`src/include/gpib_resp_pkg.sv`:
```
package gpib_resp_pkg;

  // Remote/local states
  typedef enum logic [1:0] {
    ST_LOCAL,
    ST_LOCAL_LOCK,
    ST_REMOTE,
    ST_REMOTE_LOCK
  } rl_state_t;

  // Decoded interface messages, one-cycle pulses from the bus engine
  typedef struct packed {
    logic my_listen;
    logic my_talk;
    logic unlisten;
    logic untalk;
    logic ifc;
    logic dcl;
    logic sdc;
    logic gtl;
    logic llo;
    logic get;
    logic spe;
    logic spd;
  } if_msg_t;

  // Event classes, one pending bit each
  localparam int N_CLASS = 6;
  localparam int CL_CMD_ERR = 0;
  localparam int CL_EXE_ERR = 1;
  localparam int CL_INT_ERR = 2;
  localparam int CL_SYS_EVT = 3;
  localparam int CL_EXE_WARN = 4;
  localparam int CL_DEV_STAT = 5;
  localparam logic [N_CLASS-1:0] EVT_RESET = 6'h08; // Power-on pending

  // Low and high class bytes for the serial poll answer
  localparam logic [7:0] STB_CMD_LO = 8'h61; // 97
  localparam logic [7:0] STB_CMD_HI = 8'h71; // 113
  localparam logic [7:0] STB_EXE_LO = 8'h62; // 98
  localparam logic [7:0] STB_EXE_HI = 8'h72; // 114
  localparam logic [7:0] STB_INT_LO = 8'h63; // 99
  localparam logic [7:0] STB_INT_HI = 8'h73; // 115
  localparam logic [7:0] STB_SYS_LO = 8'h41; // 65, power on
  localparam logic [7:0] STB_SYS_HI = 8'h51; // 81
  localparam logic [7:0] STB_WARN_LO = 8'h64;
  localparam logic [7:0] STB_WARN_HI = 8'h74;
  localparam logic [7:0] STB_DEV_BASE = 8'hC0; // Bits 8 and 7 plus device status
  localparam logic [7:0] STB_BUSY_BIT = 8'h10;
  localparam logic [7:0] STB_IDLE = 8'h00;

  // Rtl timeout
  localparam int CLK_HZ = 10_000_000;
  localparam int RTL_TIMEOUT_S = 10;
  localparam int RTL_TIMEOUT_CYC = CLK_HZ * RTL_TIMEOUT_S;
  localparam int RTL_CNT_W = 27;

endpackage

```
`src/logic/gpib_response.sv`:
```
`timescale 1ns/1ps
`default_nettype none
module gpib_response #(
  parameter int RTL_TIMEOUT = gpib_resp_pkg::RTL_TIMEOUT_CYC
) (
  input wire logic i_mclk,
  input wire logic i_nrst,
  input wire logic i_ce,
  input wire gpib_resp_pkg::if_msg_t i_msg,
  input wire logic i_ren,
  input wire logic i_trig_en,
  input wire logic i_busy,
  input wire logic i_cmd_valid,
  input wire logic i_cmd_query,
  input wire logic i_pending_cmds,
  input wire logic [gpib_resp_pkg::N_CLASS-1:0] i_evt,
  input wire logic [3:0] i_dev_status,
  input wire logic i_panel_key,
  input wire logic i_panel_done,
  input wire logic i_poll_done,
  output logic o_listen,
  output logic o_talk,
  output logic o_addressed_led,
  output logic o_remote_led,
  output gpib_resp_pkg::rl_state_t o_rl_state,
  output logic o_clear,
  output logic o_trigger,
  output logic o_cmd_exec,
  output logic o_cmd_error,
  output logic o_rtl,
  output logic o_rtl_error,
  output logic o_poll_mode,
  output logic o_talk_data,
  output logic o_srq,
  output logic [7:0] o_stb
);
  import gpib_resp_pkg::*;

  logic ren_s;
  logic rtl_act;
  logic get_ok;
  logic get_bad;
  logic dev_clear;
  logic rtl_start;
  logic [N_CLASS-1:0] evt_reg;
  logic [N_CLASS-1:0] evt_next;
  logic [N_CLASS-1:0] top_sel;
  logic [7:0] stb_next;
  rl_state_t st_reg;
  rl_state_t st_next;

  // Remote enable is a bus line, synchronised first
  sync2 u_ren_sync (
    .i_mclk(i_mclk),
    .i_nrst(i_nrst),
    .i_ce(i_ce),
    .i_d(i_ren),
    .o_q(ren_s)
  );

  // Rtl only from setting-changing keys and never in remote-lockout
  assign rtl_start = i_panel_key && (st_reg != ST_REMOTE_LOCK);

  rtl_timer #(
    .TIMEOUT_CYC(RTL_TIMEOUT)
  ) u_rtl (
    .i_mclk(i_mclk),
    .i_nrst(i_nrst),
    .i_ce(i_ce),
    .i_start(rtl_start),
    .i_stop(i_panel_done),
    .o_active(rtl_act)
  );

  // Listener address state
  always_ff @(posedge i_mclk or negedge i_nrst) begin
    if (!i_nrst) begin
      o_listen <= 1'b0;
    end else if (i_ce) begin
      if (i_msg.ifc || i_msg.unlisten) begin
        o_listen <= 1'b0;
      end else if (i_msg.my_listen) begin
        o_listen <= 1'b1;
      end
    end
  end

  // Talker address state; own listen address does not untalk
  always_ff @(posedge i_mclk or negedge i_nrst) begin
    if (!i_nrst) begin
      o_talk <= 1'b0;
    end else if (i_ce) begin
      if (i_msg.ifc || i_msg.untalk) begin
        o_talk <= 1'b0;
      end else if (i_msg.my_talk) begin
        o_talk <= 1'b1;
      end
    end
  end

  // Lamp follows next address state so it never lags a cycle
  always_ff @(posedge i_mclk or negedge i_nrst) begin
    if (!i_nrst) begin
      o_addressed_led <= 1'b0;
    end else if (i_ce) begin
      if (i_msg.ifc) begin
        o_addressed_led <= 1'b0;
      end else begin
        // Unlisten beats own listen address, so the lamp must agree
        o_addressed_led <= ((o_listen || i_msg.my_listen) && !i_msg.unlisten)
          || ((o_talk || i_msg.my_talk) && !i_msg.untalk);
      end
    end
  end

  // Serial poll mode; no data output while talked
  always_ff @(posedge i_mclk or negedge i_nrst) begin
    if (!i_nrst) begin
      o_poll_mode <= 1'b0;
    end else if (i_ce) begin
      if (i_msg.spd || i_msg.ifc) begin
        o_poll_mode <= 1'b0;
      end else if (i_msg.spe) begin
        o_poll_mode <= 1'b1;
      end
    end
  end

  // Buffer data only when talked and not polling; built from the next
  // talker and poll states so it moves on the same edge as they do
  always_ff @(posedge i_mclk or negedge i_nrst) begin
    if (!i_nrst) begin
      o_talk_data <= 1'b0;
    end else if (i_ce) begin
      o_talk_data <= (o_talk || i_msg.my_talk) && !i_msg.untalk
        && !i_msg.ifc
        && !((o_poll_mode || i_msg.spe) && !i_msg.spd);
    end
  end

  // Remote/local next state; rem enable low dominates
  always_comb begin
    st_next = st_reg;
    if (!ren_s) begin
      st_next = ST_LOCAL;
    end else begin
      unique case (st_reg)
        ST_LOCAL: begin
          if (i_msg.llo) begin
            st_next = ST_LOCAL_LOCK;
          end else if (i_msg.my_listen && !rtl_act) begin
            st_next = ST_REMOTE;
          end
        end
        ST_LOCAL_LOCK: begin
          if (i_msg.my_listen) begin
            st_next = ST_REMOTE_LOCK;
          end
        end
        ST_REMOTE: begin
          if (rtl_start) begin
            st_next = ST_LOCAL;
          end else if (i_msg.gtl && o_listen) begin
            st_next = ST_LOCAL;
          end else if (i_msg.llo) begin
            st_next = ST_REMOTE_LOCK;
          end
        end
        ST_REMOTE_LOCK: begin
          if (i_msg.gtl && o_listen) begin
            st_next = ST_LOCAL_LOCK;
          end
        end
      endcase
    end
  end

  // State register; settings live outside and are never touched here
  always_ff @(posedge i_mclk or negedge i_nrst) begin
    if (!i_nrst) begin
      st_reg <= ST_LOCAL;
    end else if (i_ce) begin
      st_reg <= st_next;
    end
  end

  // Exported state and remote lamp
  always_ff @(posedge i_mclk or negedge i_nrst) begin
    if (!i_nrst) begin
      o_rl_state <= ST_LOCAL;
      o_remote_led <= 1'b0;
    end else if (i_ce) begin
      o_rl_state <= st_next;
      o_remote_led <= (st_next == ST_REMOTE)
        || (st_next == ST_REMOTE_LOCK);
    end
  end

  // Command gating uses the state latched at command start; a later
  // remote enable or go-to-local change leaves the running message alone
  always_ff @(posedge i_mclk or negedge i_nrst) begin
    if (!i_nrst) begin
      o_cmd_exec <= 1'b0;
      o_cmd_error <= 1'b0;
    end else if (i_ce) begin
      o_cmd_exec <= 1'b0;
      o_cmd_error <= 1'b0;
      if (i_cmd_valid && o_listen) begin
        if (i_cmd_query || st_reg == ST_REMOTE
            || st_reg == ST_REMOTE_LOCK) begin
          o_cmd_exec <= 1'b1;
        end else begin
          o_cmd_error <= 1'b1;
        end
      end
    end
  end

  // Rtl output and error on unexecuted work
  always_ff @(posedge i_mclk or negedge i_nrst) begin
    if (!i_nrst) begin
      o_rtl <= 1'b0;
      o_rtl_error <= 1'b0;
    end else if (i_ce) begin
      o_rtl <= rtl_act;
      o_rtl_error <= rtl_start && i_pending_cmds
        && (st_reg == ST_REMOTE);
    end
  end

  // Clear and trigger decisions
  assign dev_clear = i_msg.dcl || (i_msg.sdc && o_listen);
  assign get_ok = i_msg.get && o_listen && i_trig_en && !i_busy
    && (st_reg == ST_REMOTE || st_reg == ST_REMOTE_LOCK);
  assign get_bad = i_msg.get && o_listen && !get_ok;

  always_ff @(posedge i_mclk or negedge i_nrst) begin
    if (!i_nrst) begin
      o_clear <= 1'b0;
      o_trigger <= 1'b0;
    end else if (i_ce) begin
      o_clear <= dev_clear;
      o_trigger <= get_ok;
    end
  end

  // Highest priority pending class is the one reported
  always_comb begin
    top_sel = '0;
    for (int k = N_CLASS - 1; k >= 0; k--) begin
      if (evt_reg[k]) begin
        top_sel = '0;
        top_sel[k] = 1'b1;
      end
    end
  end

  // Events: new arrivals win over clears
  always_comb begin
    evt_next = evt_reg;
    if (dev_clear) begin
      evt_next = evt_next & (N_CLASS'(1) << CL_SYS_EVT);
    end
    if (i_poll_done && o_poll_mode) begin
      evt_next = evt_next & ~top_sel;
    end
    evt_next = evt_next | i_evt;
    if (get_bad) begin
      evt_next[CL_EXE_ERR] = 1'b1;
    end
  end

  always_ff @(posedge i_mclk or negedge i_nrst) begin
    if (!i_nrst) begin
      evt_reg <= EVT_RESET;
    end else if (i_ce) begin
      evt_reg <= evt_next;
    end
  end

  // Class byte for the highest pending class; busy picks the high value
  always_comb begin
    stb_next = STB_DEV_BASE | {4'h0, i_dev_status};
    if (evt_next[CL_CMD_ERR]) begin
      stb_next = i_busy ? STB_CMD_HI : STB_CMD_LO;
    end else if (evt_next[CL_EXE_ERR]) begin
      stb_next = i_busy ? STB_EXE_HI : STB_EXE_LO;
    end else if (evt_next[CL_INT_ERR]) begin
      stb_next = i_busy ? STB_INT_HI : STB_INT_LO;
    end else if (evt_next[CL_SYS_EVT]) begin
      stb_next = i_busy ? STB_SYS_HI : STB_SYS_LO;
    end else if (evt_next[CL_EXE_WARN]) begin
      stb_next = i_busy ? STB_WARN_HI : STB_WARN_LO;
    end else if (evt_next[CL_DEV_STAT]) begin
      stb_next = (STB_DEV_BASE | {4'h0, i_dev_status})
        | (i_busy ? STB_BUSY_BIT : STB_IDLE);
    end
  end

  // Request held while anything pends
  always_ff @(posedge i_mclk or negedge i_nrst) begin
    if (!i_nrst) begin
      o_srq <= 1'b0;
      o_stb <= STB_IDLE;
    end else if (i_ce) begin
      o_srq <= |evt_next;
      o_stb <= stb_next;
    end
  end
endmodule
`default_nettype wire

```
`src/logic/rtl_timer.sv`:
```
`timescale 1ns/1ps
`default_nettype none
module rtl_timer #(
  parameter int TIMEOUT_CYC = gpib_resp_pkg::RTL_TIMEOUT_CYC
) (
  input wire logic i_mclk,
  input wire logic i_nrst,
  input wire logic i_ce,
  input wire logic i_start,
  input wire logic i_stop,
  output logic o_active
);
  import gpib_resp_pkg::*;
  logic [RTL_CNT_W-1:0] cnt_reg;
  localparam logic [RTL_CNT_W-1:0] LAST = RTL_CNT_W'(TIMEOUT_CYC - 1);

  // Hold rtl during entry; drop on execute or timeout
  always_ff @(posedge i_mclk or negedge i_nrst) begin
    if (!i_nrst) begin
      o_active <= 1'b0;
      cnt_reg <= '0;
    end else if (i_ce) begin
      if (i_start) begin
        o_active <= 1'b1;
        cnt_reg <= '0;
      end else if (i_stop || (o_active && cnt_reg == LAST)) begin
        o_active <= 1'b0;
        cnt_reg <= '0;
      end else if (o_active) begin
        cnt_reg <= cnt_reg + 1'b1;
      end
    end
  end
endmodule
`default_nettype wire

```
`src/logic/sync2.sv`:
```
`timescale 1ns/1ps
`default_nettype none
module sync2 (
  input wire logic i_mclk,
  input wire logic i_nrst,
  input wire logic i_ce,
  input wire logic i_d,
  output logic o_q
);
  logic meta_reg;

  // Two stages; first stage read only by the second
  always_ff @(posedge i_mclk or negedge i_nrst) begin
    if (!i_nrst) begin
      meta_reg <= 1'b0;
      o_q <= 1'b0;
    end else if (i_ce) begin
      meta_reg <= i_d;
      o_q <= meta_reg;
    end
  end
endmodule
`default_nettype wire

```
`config.mk`:
```
export PLATFORM = sky130hd
export DESIGN_NAME = gpib_response
export DESIGN_NICKNAME = d
export VERILOG_FILES = /design/src/include/gpib_resp_pkg.sv /design/src/logic/gpib_response.sv /design/src/logic/rtl_timer.sv /design/src/logic/sync2.sv
export SDC_FILE = /design/constraint.sdc
export NUM_CORES = 1
export LEC_CHECK = 0
export BUFFER_PORTS_ARGS = -buffer_cell sky130_fd_sc_hd__buf_2
export CAP_MARGIN = 10
export CORE_ASPECT_RATIO = 1.1
export CORE_UTILIZATION = 55
export DETAILED_ROUTE_END_ITERATION = 6
export PLACE_DENSITY = 0.79
export RECOVER_POWER = 25
export SYNTH_ARGS = -nofsm -noshare
export SYNTH_HDL_FRONTEND = slang
export SYNTH_SLANG_ARGS = --single-unit
```
`constraint.sdc`:
```
create_clock -name i_mclk -period 1.8 [get_ports i_mclk]
set_input_delay 0.36 -clock i_mclk [delete_from_list [all_inputs] [get_ports i_mclk]]
set_output_delay 0.36 -clock i_mclk [all_outputs]
set_load 0.01 [all_outputs]
```
==> results of run 1 <==
==> cells by family (layout without fill, tap and decap cells) <==
logic type,count (synthesis),after routing
flip-flops,59,59
buffers and inverters,24,113
multiplexers,5,5
AO/OA/AOI/OAI,59,59
AND/OR/NAND/NOR,141,141
adder cells (fa/ha/maj),2,2
XOR/XNOR,23,23
==> routing by layer <==
metal	wire, um	share of wire	vias to the layer above	global-route usage
met5	0	0	-	0
met4	138	0.020	0	0.125
met3	385	0.055	10	0.0565
met2	3450	0.49	99	0.427
met1	3060	0.44	1298	0.364
li1	-	-	1281	-
==> stage by stage <==
step           cell area, um2   util  hold WS, ns  power (W)  setup WS [ns]
6_report                 3870  0.722        0.242    0.00335         0.0925
5_1_grt                  3870  0.722        0.239    0.00348       0.000315
4_1_cts                  3820  0.714       0.0207    0.00337         0.0488
3_5_place_dp             3570  0.667        0.391    0.00185         0.0546
3_3_place_gp             3570  0.667        0.387    0.00184         0.0642
2_1_floorplan            3060      -       0.0644    0.00167          0.104
==> path summary, 6_finish.rpt <==
kind	start	end	slack [ns]	depth (start not counted)
setup / recovery	u_rtl.cnt_reg[0]$_DFFE_PN0P_	u_rtl.cnt_reg[26]$_DFFE_PN0P_	0.09	8
hold / removal	i_dev_status[3]	o_stb[3]$_DFFE_PN0P_	0.24	2
setup reg to reg	u_rtl.cnt_reg[0]$_DFFE_PN0P_	u_rtl.cnt_reg[26]$_DFFE_PN0P_	0.09	8
hold reg to reg	o_stb[6]$_DFFE_PN0P_	o_stb[6]$_DFFE_PN0P_	0.46	1
max in group asynchronous	i_nrst	o_poll_mode$_DFFE_PN0P_	0.41	2
min in group asynchronous	i_nrst	u_rtl.cnt_reg[1]$_DFFE_PN0P_	0.43	2
==> where the power goes <==
part	internal, W	switching (W)
clock network	0.000959	0.000555
registers	0.00139	0.0000603
logic	0.000172	0.000216
==> cell usage in the layout, fill, tap and decap left out, drive strengths merged, types with 2 or more instances in the layout <==
cell type	synthesis	final
a211oi	3	3
a21o	5	5
a21oi	14	14
a22o	3	3
a31oi	6	6
and2	3	3
and3	8	8
and4	3	3
buf	10	83
bufinv	0	3
clkbuf	1	11
clkinv	0	3
dfrtp	58	58
inv	13	13
mux2	2	2
mux2i	3	3
nand2	22	22
nand2b	5	5
nand3	10	10
nand3b	3	3
nand4	14	14
nor2	49	49
nor3	7	7
nor4	5	5
nor4bb	2	2
o211ai	2	2
o21ai	10	10
o22ai	4	4
o31ai	2	2
or2	4	4
or3	2	2
or4	2	2
xnor2	7	7
xor2	16	16
==> layout make-up <==
cell class / instances / area [um2] / share of cell area
multi-input combinational: 230 / 1490 / 0.386
timing repair buffer: 84 / 500 / 0.129
clock buffer: 10 / 138 / 0.0356
clock inverter: 6 / 113 / 0.0291
sequential: 59 / 1480 / 0.383
tap: 75 / 93.8 / 0.0243
inverter: 13 / 48.8 / 0.0126
==> worst max-delay path, stage by stage (launching register included) <==
cell     delay (ns)
dfrtp_1        0.36
ha_1           0.18
nand4_1        0.15
buf_4          0.18
nor4_2         0.23
buf_4          0.18
nand4_1        0.11
xor2_1         0.15
nor2_1         0.10
==> repair_timing <==
action	CTS	global route
setup buffers	0	4
setup endpoints to repair	0	28
gates resized for setup	0	9
==> results.txt, run 1 <==
Clock Path Buffers: 2
area share of the largest cell type after synthesis: 0.474
Worst-Margin Slew: 1.43 ns
filler instances: 409
Layout Nets: 432
Worst VDD drop: 0.650 mV
gate count after technology mapping: 313
CTS tree: done
antenna viol nets, final: 0
yosys warns: 0
Adder-Cell Fraction of Synth Area: 0.00736
initial antenna violation count: 0
die height: 80.2 um
most instantiated cells after synthesis: dfrtp_1 (58), nor2_1 (48), nand2_1 (22), xor2_1 (16), inv_1 (13)
CTS hold repair buffers: 0
Critical Path RT: 2.07 ns
Worst Setup End Kind: flip-flop
crit-path max FO: 5
max-slew violations: 0
DR vias: 2688
PortBufs: 56
max reg flops: 27
status: finished, final reports clean
clk_lat worst skew: 0.35 ns
Fmax achieved: 586 MHz
Seq/Total Area, Yosys: 0.483
ANT cells: 0
core area: 5360 um2
first-pass GRT wire length: 12100 um
crit share post-route: 0.949
final hold viol count: 0
EDFF count, synth: 0
GPL Wtd Cong: 0.811
Starting Density: 0.571
ys flop type: dfrtp_1
Final setup viols: 0
WS Path Type: reg2reg
All-Layer GR Usage: 0.274
Power Dens Cells: 866 nW/um2
TritonCTS buffer count: 9
die area: 5860 um2
largest net degree at the start of global routing: 60
largest area contributor in the netlist: dfrtp_1
Synth Area per Inst: 9.77 um2
Post-Place Cells: 457
crit start category: flip-flop
largest cells by area after synthesis: dfrtp_1 (47%), nor2_1 (5.9%), xor2_1 (4.6%), nand2_1 (2.7%), nand4_1 (2.5%)
simple-gate portion of the synthesized area: 0.254
Reg clk slew, reported paths: 0.07 ns
layout cells sized above 1: 0.318
Hold Crit Class: in2reg
Synth Area in XOR/XNOR: 0.0658
hpwl dp: 4890 um
FP Rows: 28
largest family of logic cells by synthesized area: simple AND/OR/NAND/NOR gates
DR WL/cell: 14.7 um
asr flop ratio synth: 1.00
vias in the first global route: 2620
sum of negative setup slack: 0 ns
Final Non-Filler Cells: 477
Final min period: 1.71 ns
Root Buffer: clkbuf_8
number of library cell types mapped by synthesis: 60
Pleak: 1.83 nW
post-synthesis compound-gate area fraction: 0.136
Mapped Area: 3060 um2
Max-Cap Viols: 0
Max-slew headroom: 0.0496
Die W: 73.1 um
GRT overflow: 0
H-tree Lvls: 3
1st-iter DRT viols: 121
router iterations before antenna repair: 4
multiplexer area fraction after synthesis: 0.0172
synthesized net count: 348
DRC Markers: 0
Fin Clk Skew: 0.00759 ns
Vias/cell: 5.64
FF+latch count, synth: 59
most frequent cell after synthesis: dfrtp_1
unrepaired setup endpoints after global routing: no
final WL: 7030 um
CTS Sinks: 59
Worst EP arrival: 1.98 ns
Ports: 57
area growth from synthesis to layout: 26.4%
No activity file was read; power rests on OpenSTA's default activity.
==> run 2, diff against run 1 <==
PLACE_DENSITY = 0.89   (was 0.79)
==> results.txt, run 2 (synthesis gave the netlist of run 1 again) <==
HP Start: i_dev_status[3]
Final min period: 1.84 ns
WHS Endpoint: o_stb[3]$_DFFE_PN0P_
Ports: 57
unrepaired setup endpoints after global routing: yes
largest net degree at the start of global routing: 60
Power Dens Cells: 790 nW/um2
CTS Sinks: 59
Worst VDD drop: 0.575 mV
1st-iter DRT viols: 187
Buf/Inv on CP: 1
final worst slack: -0.0431 ns
DRC Markers: 0
Worst-Margin Slew: 1.42 ns
CTS hold repair buffers: 0
antenna viol nets, final: 0
most frequent cells in the layout: dfrtp_1 (56), buf_2 (56), nor2_1 (46), buf_4 (25), nand2_1 (21)
GR peak layer: met2
P_sw: 0.000803 W
Int Pwr: 0.00225 W
GRT overflow: 0
max reg flops: 27
R2R Path Start: u_rtl.cnt_reg[25]$_DFFE_PN0P_
crit share post-route: 1.02
crit-path max FO: 23
share of power burned in registers: 0.473
Post-DP Area: 3570 um2
crit start category: flip-flop
core area: 5360 um2
clk_lat worst skew: 0.34 ns
hold depth: 2
layout cells sized above 1: 0.334
DR vias: 2735
global routing usage on met2: 0.428
filler instances: 382
die area: 5860 um2
Pwr Total: 0.00306 W
final hold viol count: 0
WS Path Type: reg2reg
reg2reg setup slack: -0.04 ns
Reg clk slew, reported paths: 0.06 ns
Place WS: 0.00504 ns
worst setup path start: u_rtl.cnt_reg[25]$_DFFE_PN0P_
All-Layer GR Usage: 0.267
Root Buffer: clkbuf_8
PortBufs: 56
initial antenna violation count: 0
area growth from synthesis to layout: 26.5%
Worst EP arrival: 2.06 ns
met1 usage: 0.340
Hold Crit Class: in2reg
violated checks: setup timing
met3 Track Usage GR: 0.0477
hpwl dp: 5010 um
die height: 80.2 um
Vias/cell: 5.75
ANT cells: 0
max incr delay on CP: 0.40 ns
Layout Nets: 431
Final setup viols: 24
Max-Cap Viols: 0
clock power share: 0.393
crit path max-delay cell type: dfrtp_1
Clock Path Buffers: 2
Max-slew headroom: 0.0514
first-pass GRT wire length: 11800 um
TritonCTS buffer count: 9
CTS tree: done
DR WL/cell: 15.8 um
max-slew violations: 0
router iterations before antenna repair: 5
FP Rows: 28
GPL Wtd Cong: 0.905
Fmax achieved: 543 MHz
Die W: 73.1 um
Gate power share: 0.134
design area: 3870 um2
status: complete, but fails checks
H-tree Lvls: 3
cells on worst reg2reg path: 6
final WL: 7500 um
vias in the first global route: 2564
sw frac: 0.263
Starting Density: 0.571
Fin Clk Skew: 0.00636 ns
Pleak: 1.83 nW
CP cell instances: nor4bb_1, and4_4, nand4_4, a21oi_4, buf_12, nor2_1
Critical Path RT: 2.02 ns
CP delay by family, top: simple AND/OR/NAND/NOR gates
Worst Setup End Kind: flip-flop
RR Endpoint: u_rtl.cnt_reg[5]$_DFFE_PN0P_
==> run 2: timing repair <==
item / 4_1_cts / 5_1_grt
setup endpoints to repair: 2 / 31
setup buffers: 0 / 4
pin swaps: 0 / 1
resized for setup: 1 / 19
==> run 2: worst max-delay path by stage <==
stage,to,slack [ns],cells after the start
after floorplan,o_stb[3]$_DFFE_PN0P_,0.10,6
after CTS,o_stb[4]$_DFFE_PN0P_,0.007,6
after global placement,o_stb[4]$_DFFE_PN0P_,0.09,7
after detailed placement,u_rtl.cnt_reg[25]$_DFFE_PN0P_,0.005,6
after global routing,u_rtl.cnt_reg[7]$_DFFE_PN0P_,-0.10,6
final,u_rtl.cnt_reg[5]$_DFFE_PN0P_,-0.04,6
==> run 2: cell type report <==
class	count	area, um2	area share
repair buffers	83	493	0.127
clock inverters	1	5.00	0.00129
flip-flops and latches	59	1480	0.382
multi-input cells	230	1550	0.401
inverters	13	48.8	0.0126
well taps	75	93.8	0.0242
clock buffers	15	196	0.0508
==> run 2: layer usage <==
layer	vias up	share of wire	wire (um)
met2	116	0.51	3830
met4	0	0.013	95
li1	1276	-	-
met3	13	0.063	475
met1	1330	0.41	3100
met5	-	0	0
==> run 2: power by group through the flow <==
stage          Combinational [W]  Clock, W  Sequential (W)
3_5_place_dp            0.000393         0         0.00146
5_1_grt                 0.000449   0.00127         0.00145
3_3_place_gp            0.000380         0         0.00146
6_report                0.000408   0.00120         0.00145
4_1_cts                 0.000399   0.00121         0.00144
2_1_floorplan           0.000191         0         0.00147
==> run 2: through the flow <==
stage	hold WS (ns)	util	instances	setup TNS, ns
final	0.244	0.722	476	-0.663
after floorplan	0.0644	-	313	0
after detailed placement	0.388	0.666	456	0
after global placement	0.389	0.666	456	0
after CTS	0.0267	0.704	472	0
after global routing	0.250	0.722	476	-2.11
==> run 3, diff against run 2 <==
RECOVER_POWER = unset   (was 25)
==> results.txt, run 3 (synthesis gave the netlist of run 1 again) <==
status: complete, but fails checks
violated checks: setup timing
Starting Density: 0.571
Power Dens Cells: 788 nW/um2
die area: 5860 um2
most frequent cells in the layout: dfrtp_1 (56), buf_2 (56), nor2_1 (46), buf_4 (25), nand2_1 (21)
router iterations before antenna repair: 5
crit start category: flip-flop
area growth from synthesis to layout: 27.0%
Fmax achieved: 543 MHz
core area: 5360 um2
initial antenna violation count: 0
Max-slew headroom: 0.623
Layout Nets: 431
Worst Setup End Kind: flip-flop
WS Path Type: reg2reg
Die W: 73.1 um
CTS hold repair buffers: 0
clk_lat worst skew: 0.34 ns
GPL Wtd Cong: 0.905
antenna viol nets, final: 0
CTS tree: done
final WL: 7510 um
GRT overflow: 0
Worst EP arrival: 2.06 ns
Root Buffer: clkbuf_8
ANT cells: 0
die height: 80.2 um
Max-Cap Viols: 0
Final min period: 1.84 ns
Worst VDD drop: 0.575 mV
crit path max-delay cell type: dfrtp_1
DRC Markers: 0
CP cell instances: nor4bb_1, and4_4, nand4_4, a21oi_4, buf_12, nor2_1
Fin Clk Skew: 0.00637 ns
Worst-Margin Slew: 0.563 ns
max reg flops: 27
max layer used: met4
crit share post-route: 1.02
WL met3: 468 um
H-tree Lvls: 3
CTS Sinks: 59
crit-path max FO: 23
Reg clk slew, reported paths: 0.07 ns
cells on worst reg2reg path: 6
met2 wire length: 3840 um
max incr delay on CP: 0.40 ns
largest net degree at the start of global routing: 60
FP Rows: 28
M1 WL: 3110 um
PortBufs: 56
TritonCTS buffer count: 9
final hold viol count: 0
Hold Crit Class: in2async
Vias/cell: 5.74
All-Layer GR Usage: 0.267
Critical Path RT: 2.02 ns
DR WL/cell: 15.8 um
max-slew violations: 0
vias in the first global route: 2564
Pwr Total: 0.00306 W
first-pass GRT wire length: 11800 um
1st-iter DRT viols: 187
layout cells sized above 1: 0.334
Clock Path Buffers: 2
Crit. path cell count: 6
final worst slack: -0.0433 ns
CP delay by family, top: simple AND/OR/NAND/NOR gates
hpwl dp: 5010 um
sum of negative setup slack: -0.662 ns
Buf/Inv on CP: 1
Final setup viols: 24
Ports: 57
Pleak: 1.83 nW
unrepaired setup endpoints after global routing: yes
DR vias: 2734
run 3: cell types whose count changed in the layout (fill, tap and decap cells not counted):
cell	change
clkbuf_2	-1
buf_12	+1
run 3: path summary, 6_finish.rpt:
kind                                                 end                     startpoint  slack [ns]
setup reg to reg            u_rtl.cnt_reg[5]$_DFFE_PN0P_  u_rtl.cnt_reg[25]$_DFFE_PN0P_       -0.04
hold / removal             u_rtl.cnt_reg[24]$_DFFE_PN0P_                         i_nrst        0.02
min in group i_mclk                 o_stb[3]$_DFFE_PN0P_                i_dev_status[3]        0.24
setup / recovery            u_rtl.cnt_reg[5]$_DFFE_PN0P_  u_rtl.cnt_reg[25]$_DFFE_PN0P_       -0.04
hold reg to reg                 o_remote_led$_DFFE_PN0P_       o_remote_led$_DFFE_PN0P_        0.47
max in group asynchronous         evt_reg[3]$_DFFE_PN1P_                         i_nrst        1.48
run 3: stage by stage:
step / setup slack, ns / instances / utilization / hold WS (ns) / instance area, um2
global route: -0.101 / 476 / 0.725 / 0.0409 / 3880
detailed placement: 0.00504 / 456 / 0.666 / 0.388 / 3570
floorplan: 0.104 / 313 / - / 0.0644 / 3060
CTS: 0.00692 / 472 / 0.704 / 0.0267 / 3770
finish: -0.0433 / 476 / 0.725 / 0.0244 / 3880
global placement: 0.0894 / 456 / 0.666 / 0.389 / 3570
run 3: where the power goes:
group	internal (W)	switching [W]	leakage [nW]	total, W
Combinational	0.000180	0.000233	0.967	0.000413
Sequential	0.00139	0.0000557	0.758	0.00145
Clock	0.000687	0.000515	0.106	0.00120
Total	0.00226	0.000804	1.83	0.00306
run 3: final cells by class:
class                      instances  area (um2)
fill                             380        1480
multi-input combinational        230        1550
inverter                          13        48.8
clock buffer                      15         196
sequential                        59        1480
tap                               75        93.8
clock inverter                     1        5.00
timing repair buffer              83         508
run 3: timing repair:
item | 4_1_cts | 5_1_grt
setup buffers | 0 | 4
resized for setup | 1 | 19
pin swaps | 0 | 1
setup endpoints to repair | 2 | 31
run 3: layer usage:
layer	up-vias	global-route usage
met5	-	0
met4	0	0.145
met3	13	0.0477
met2	109	0.428
met1	1337	0.340
li1	1275	-
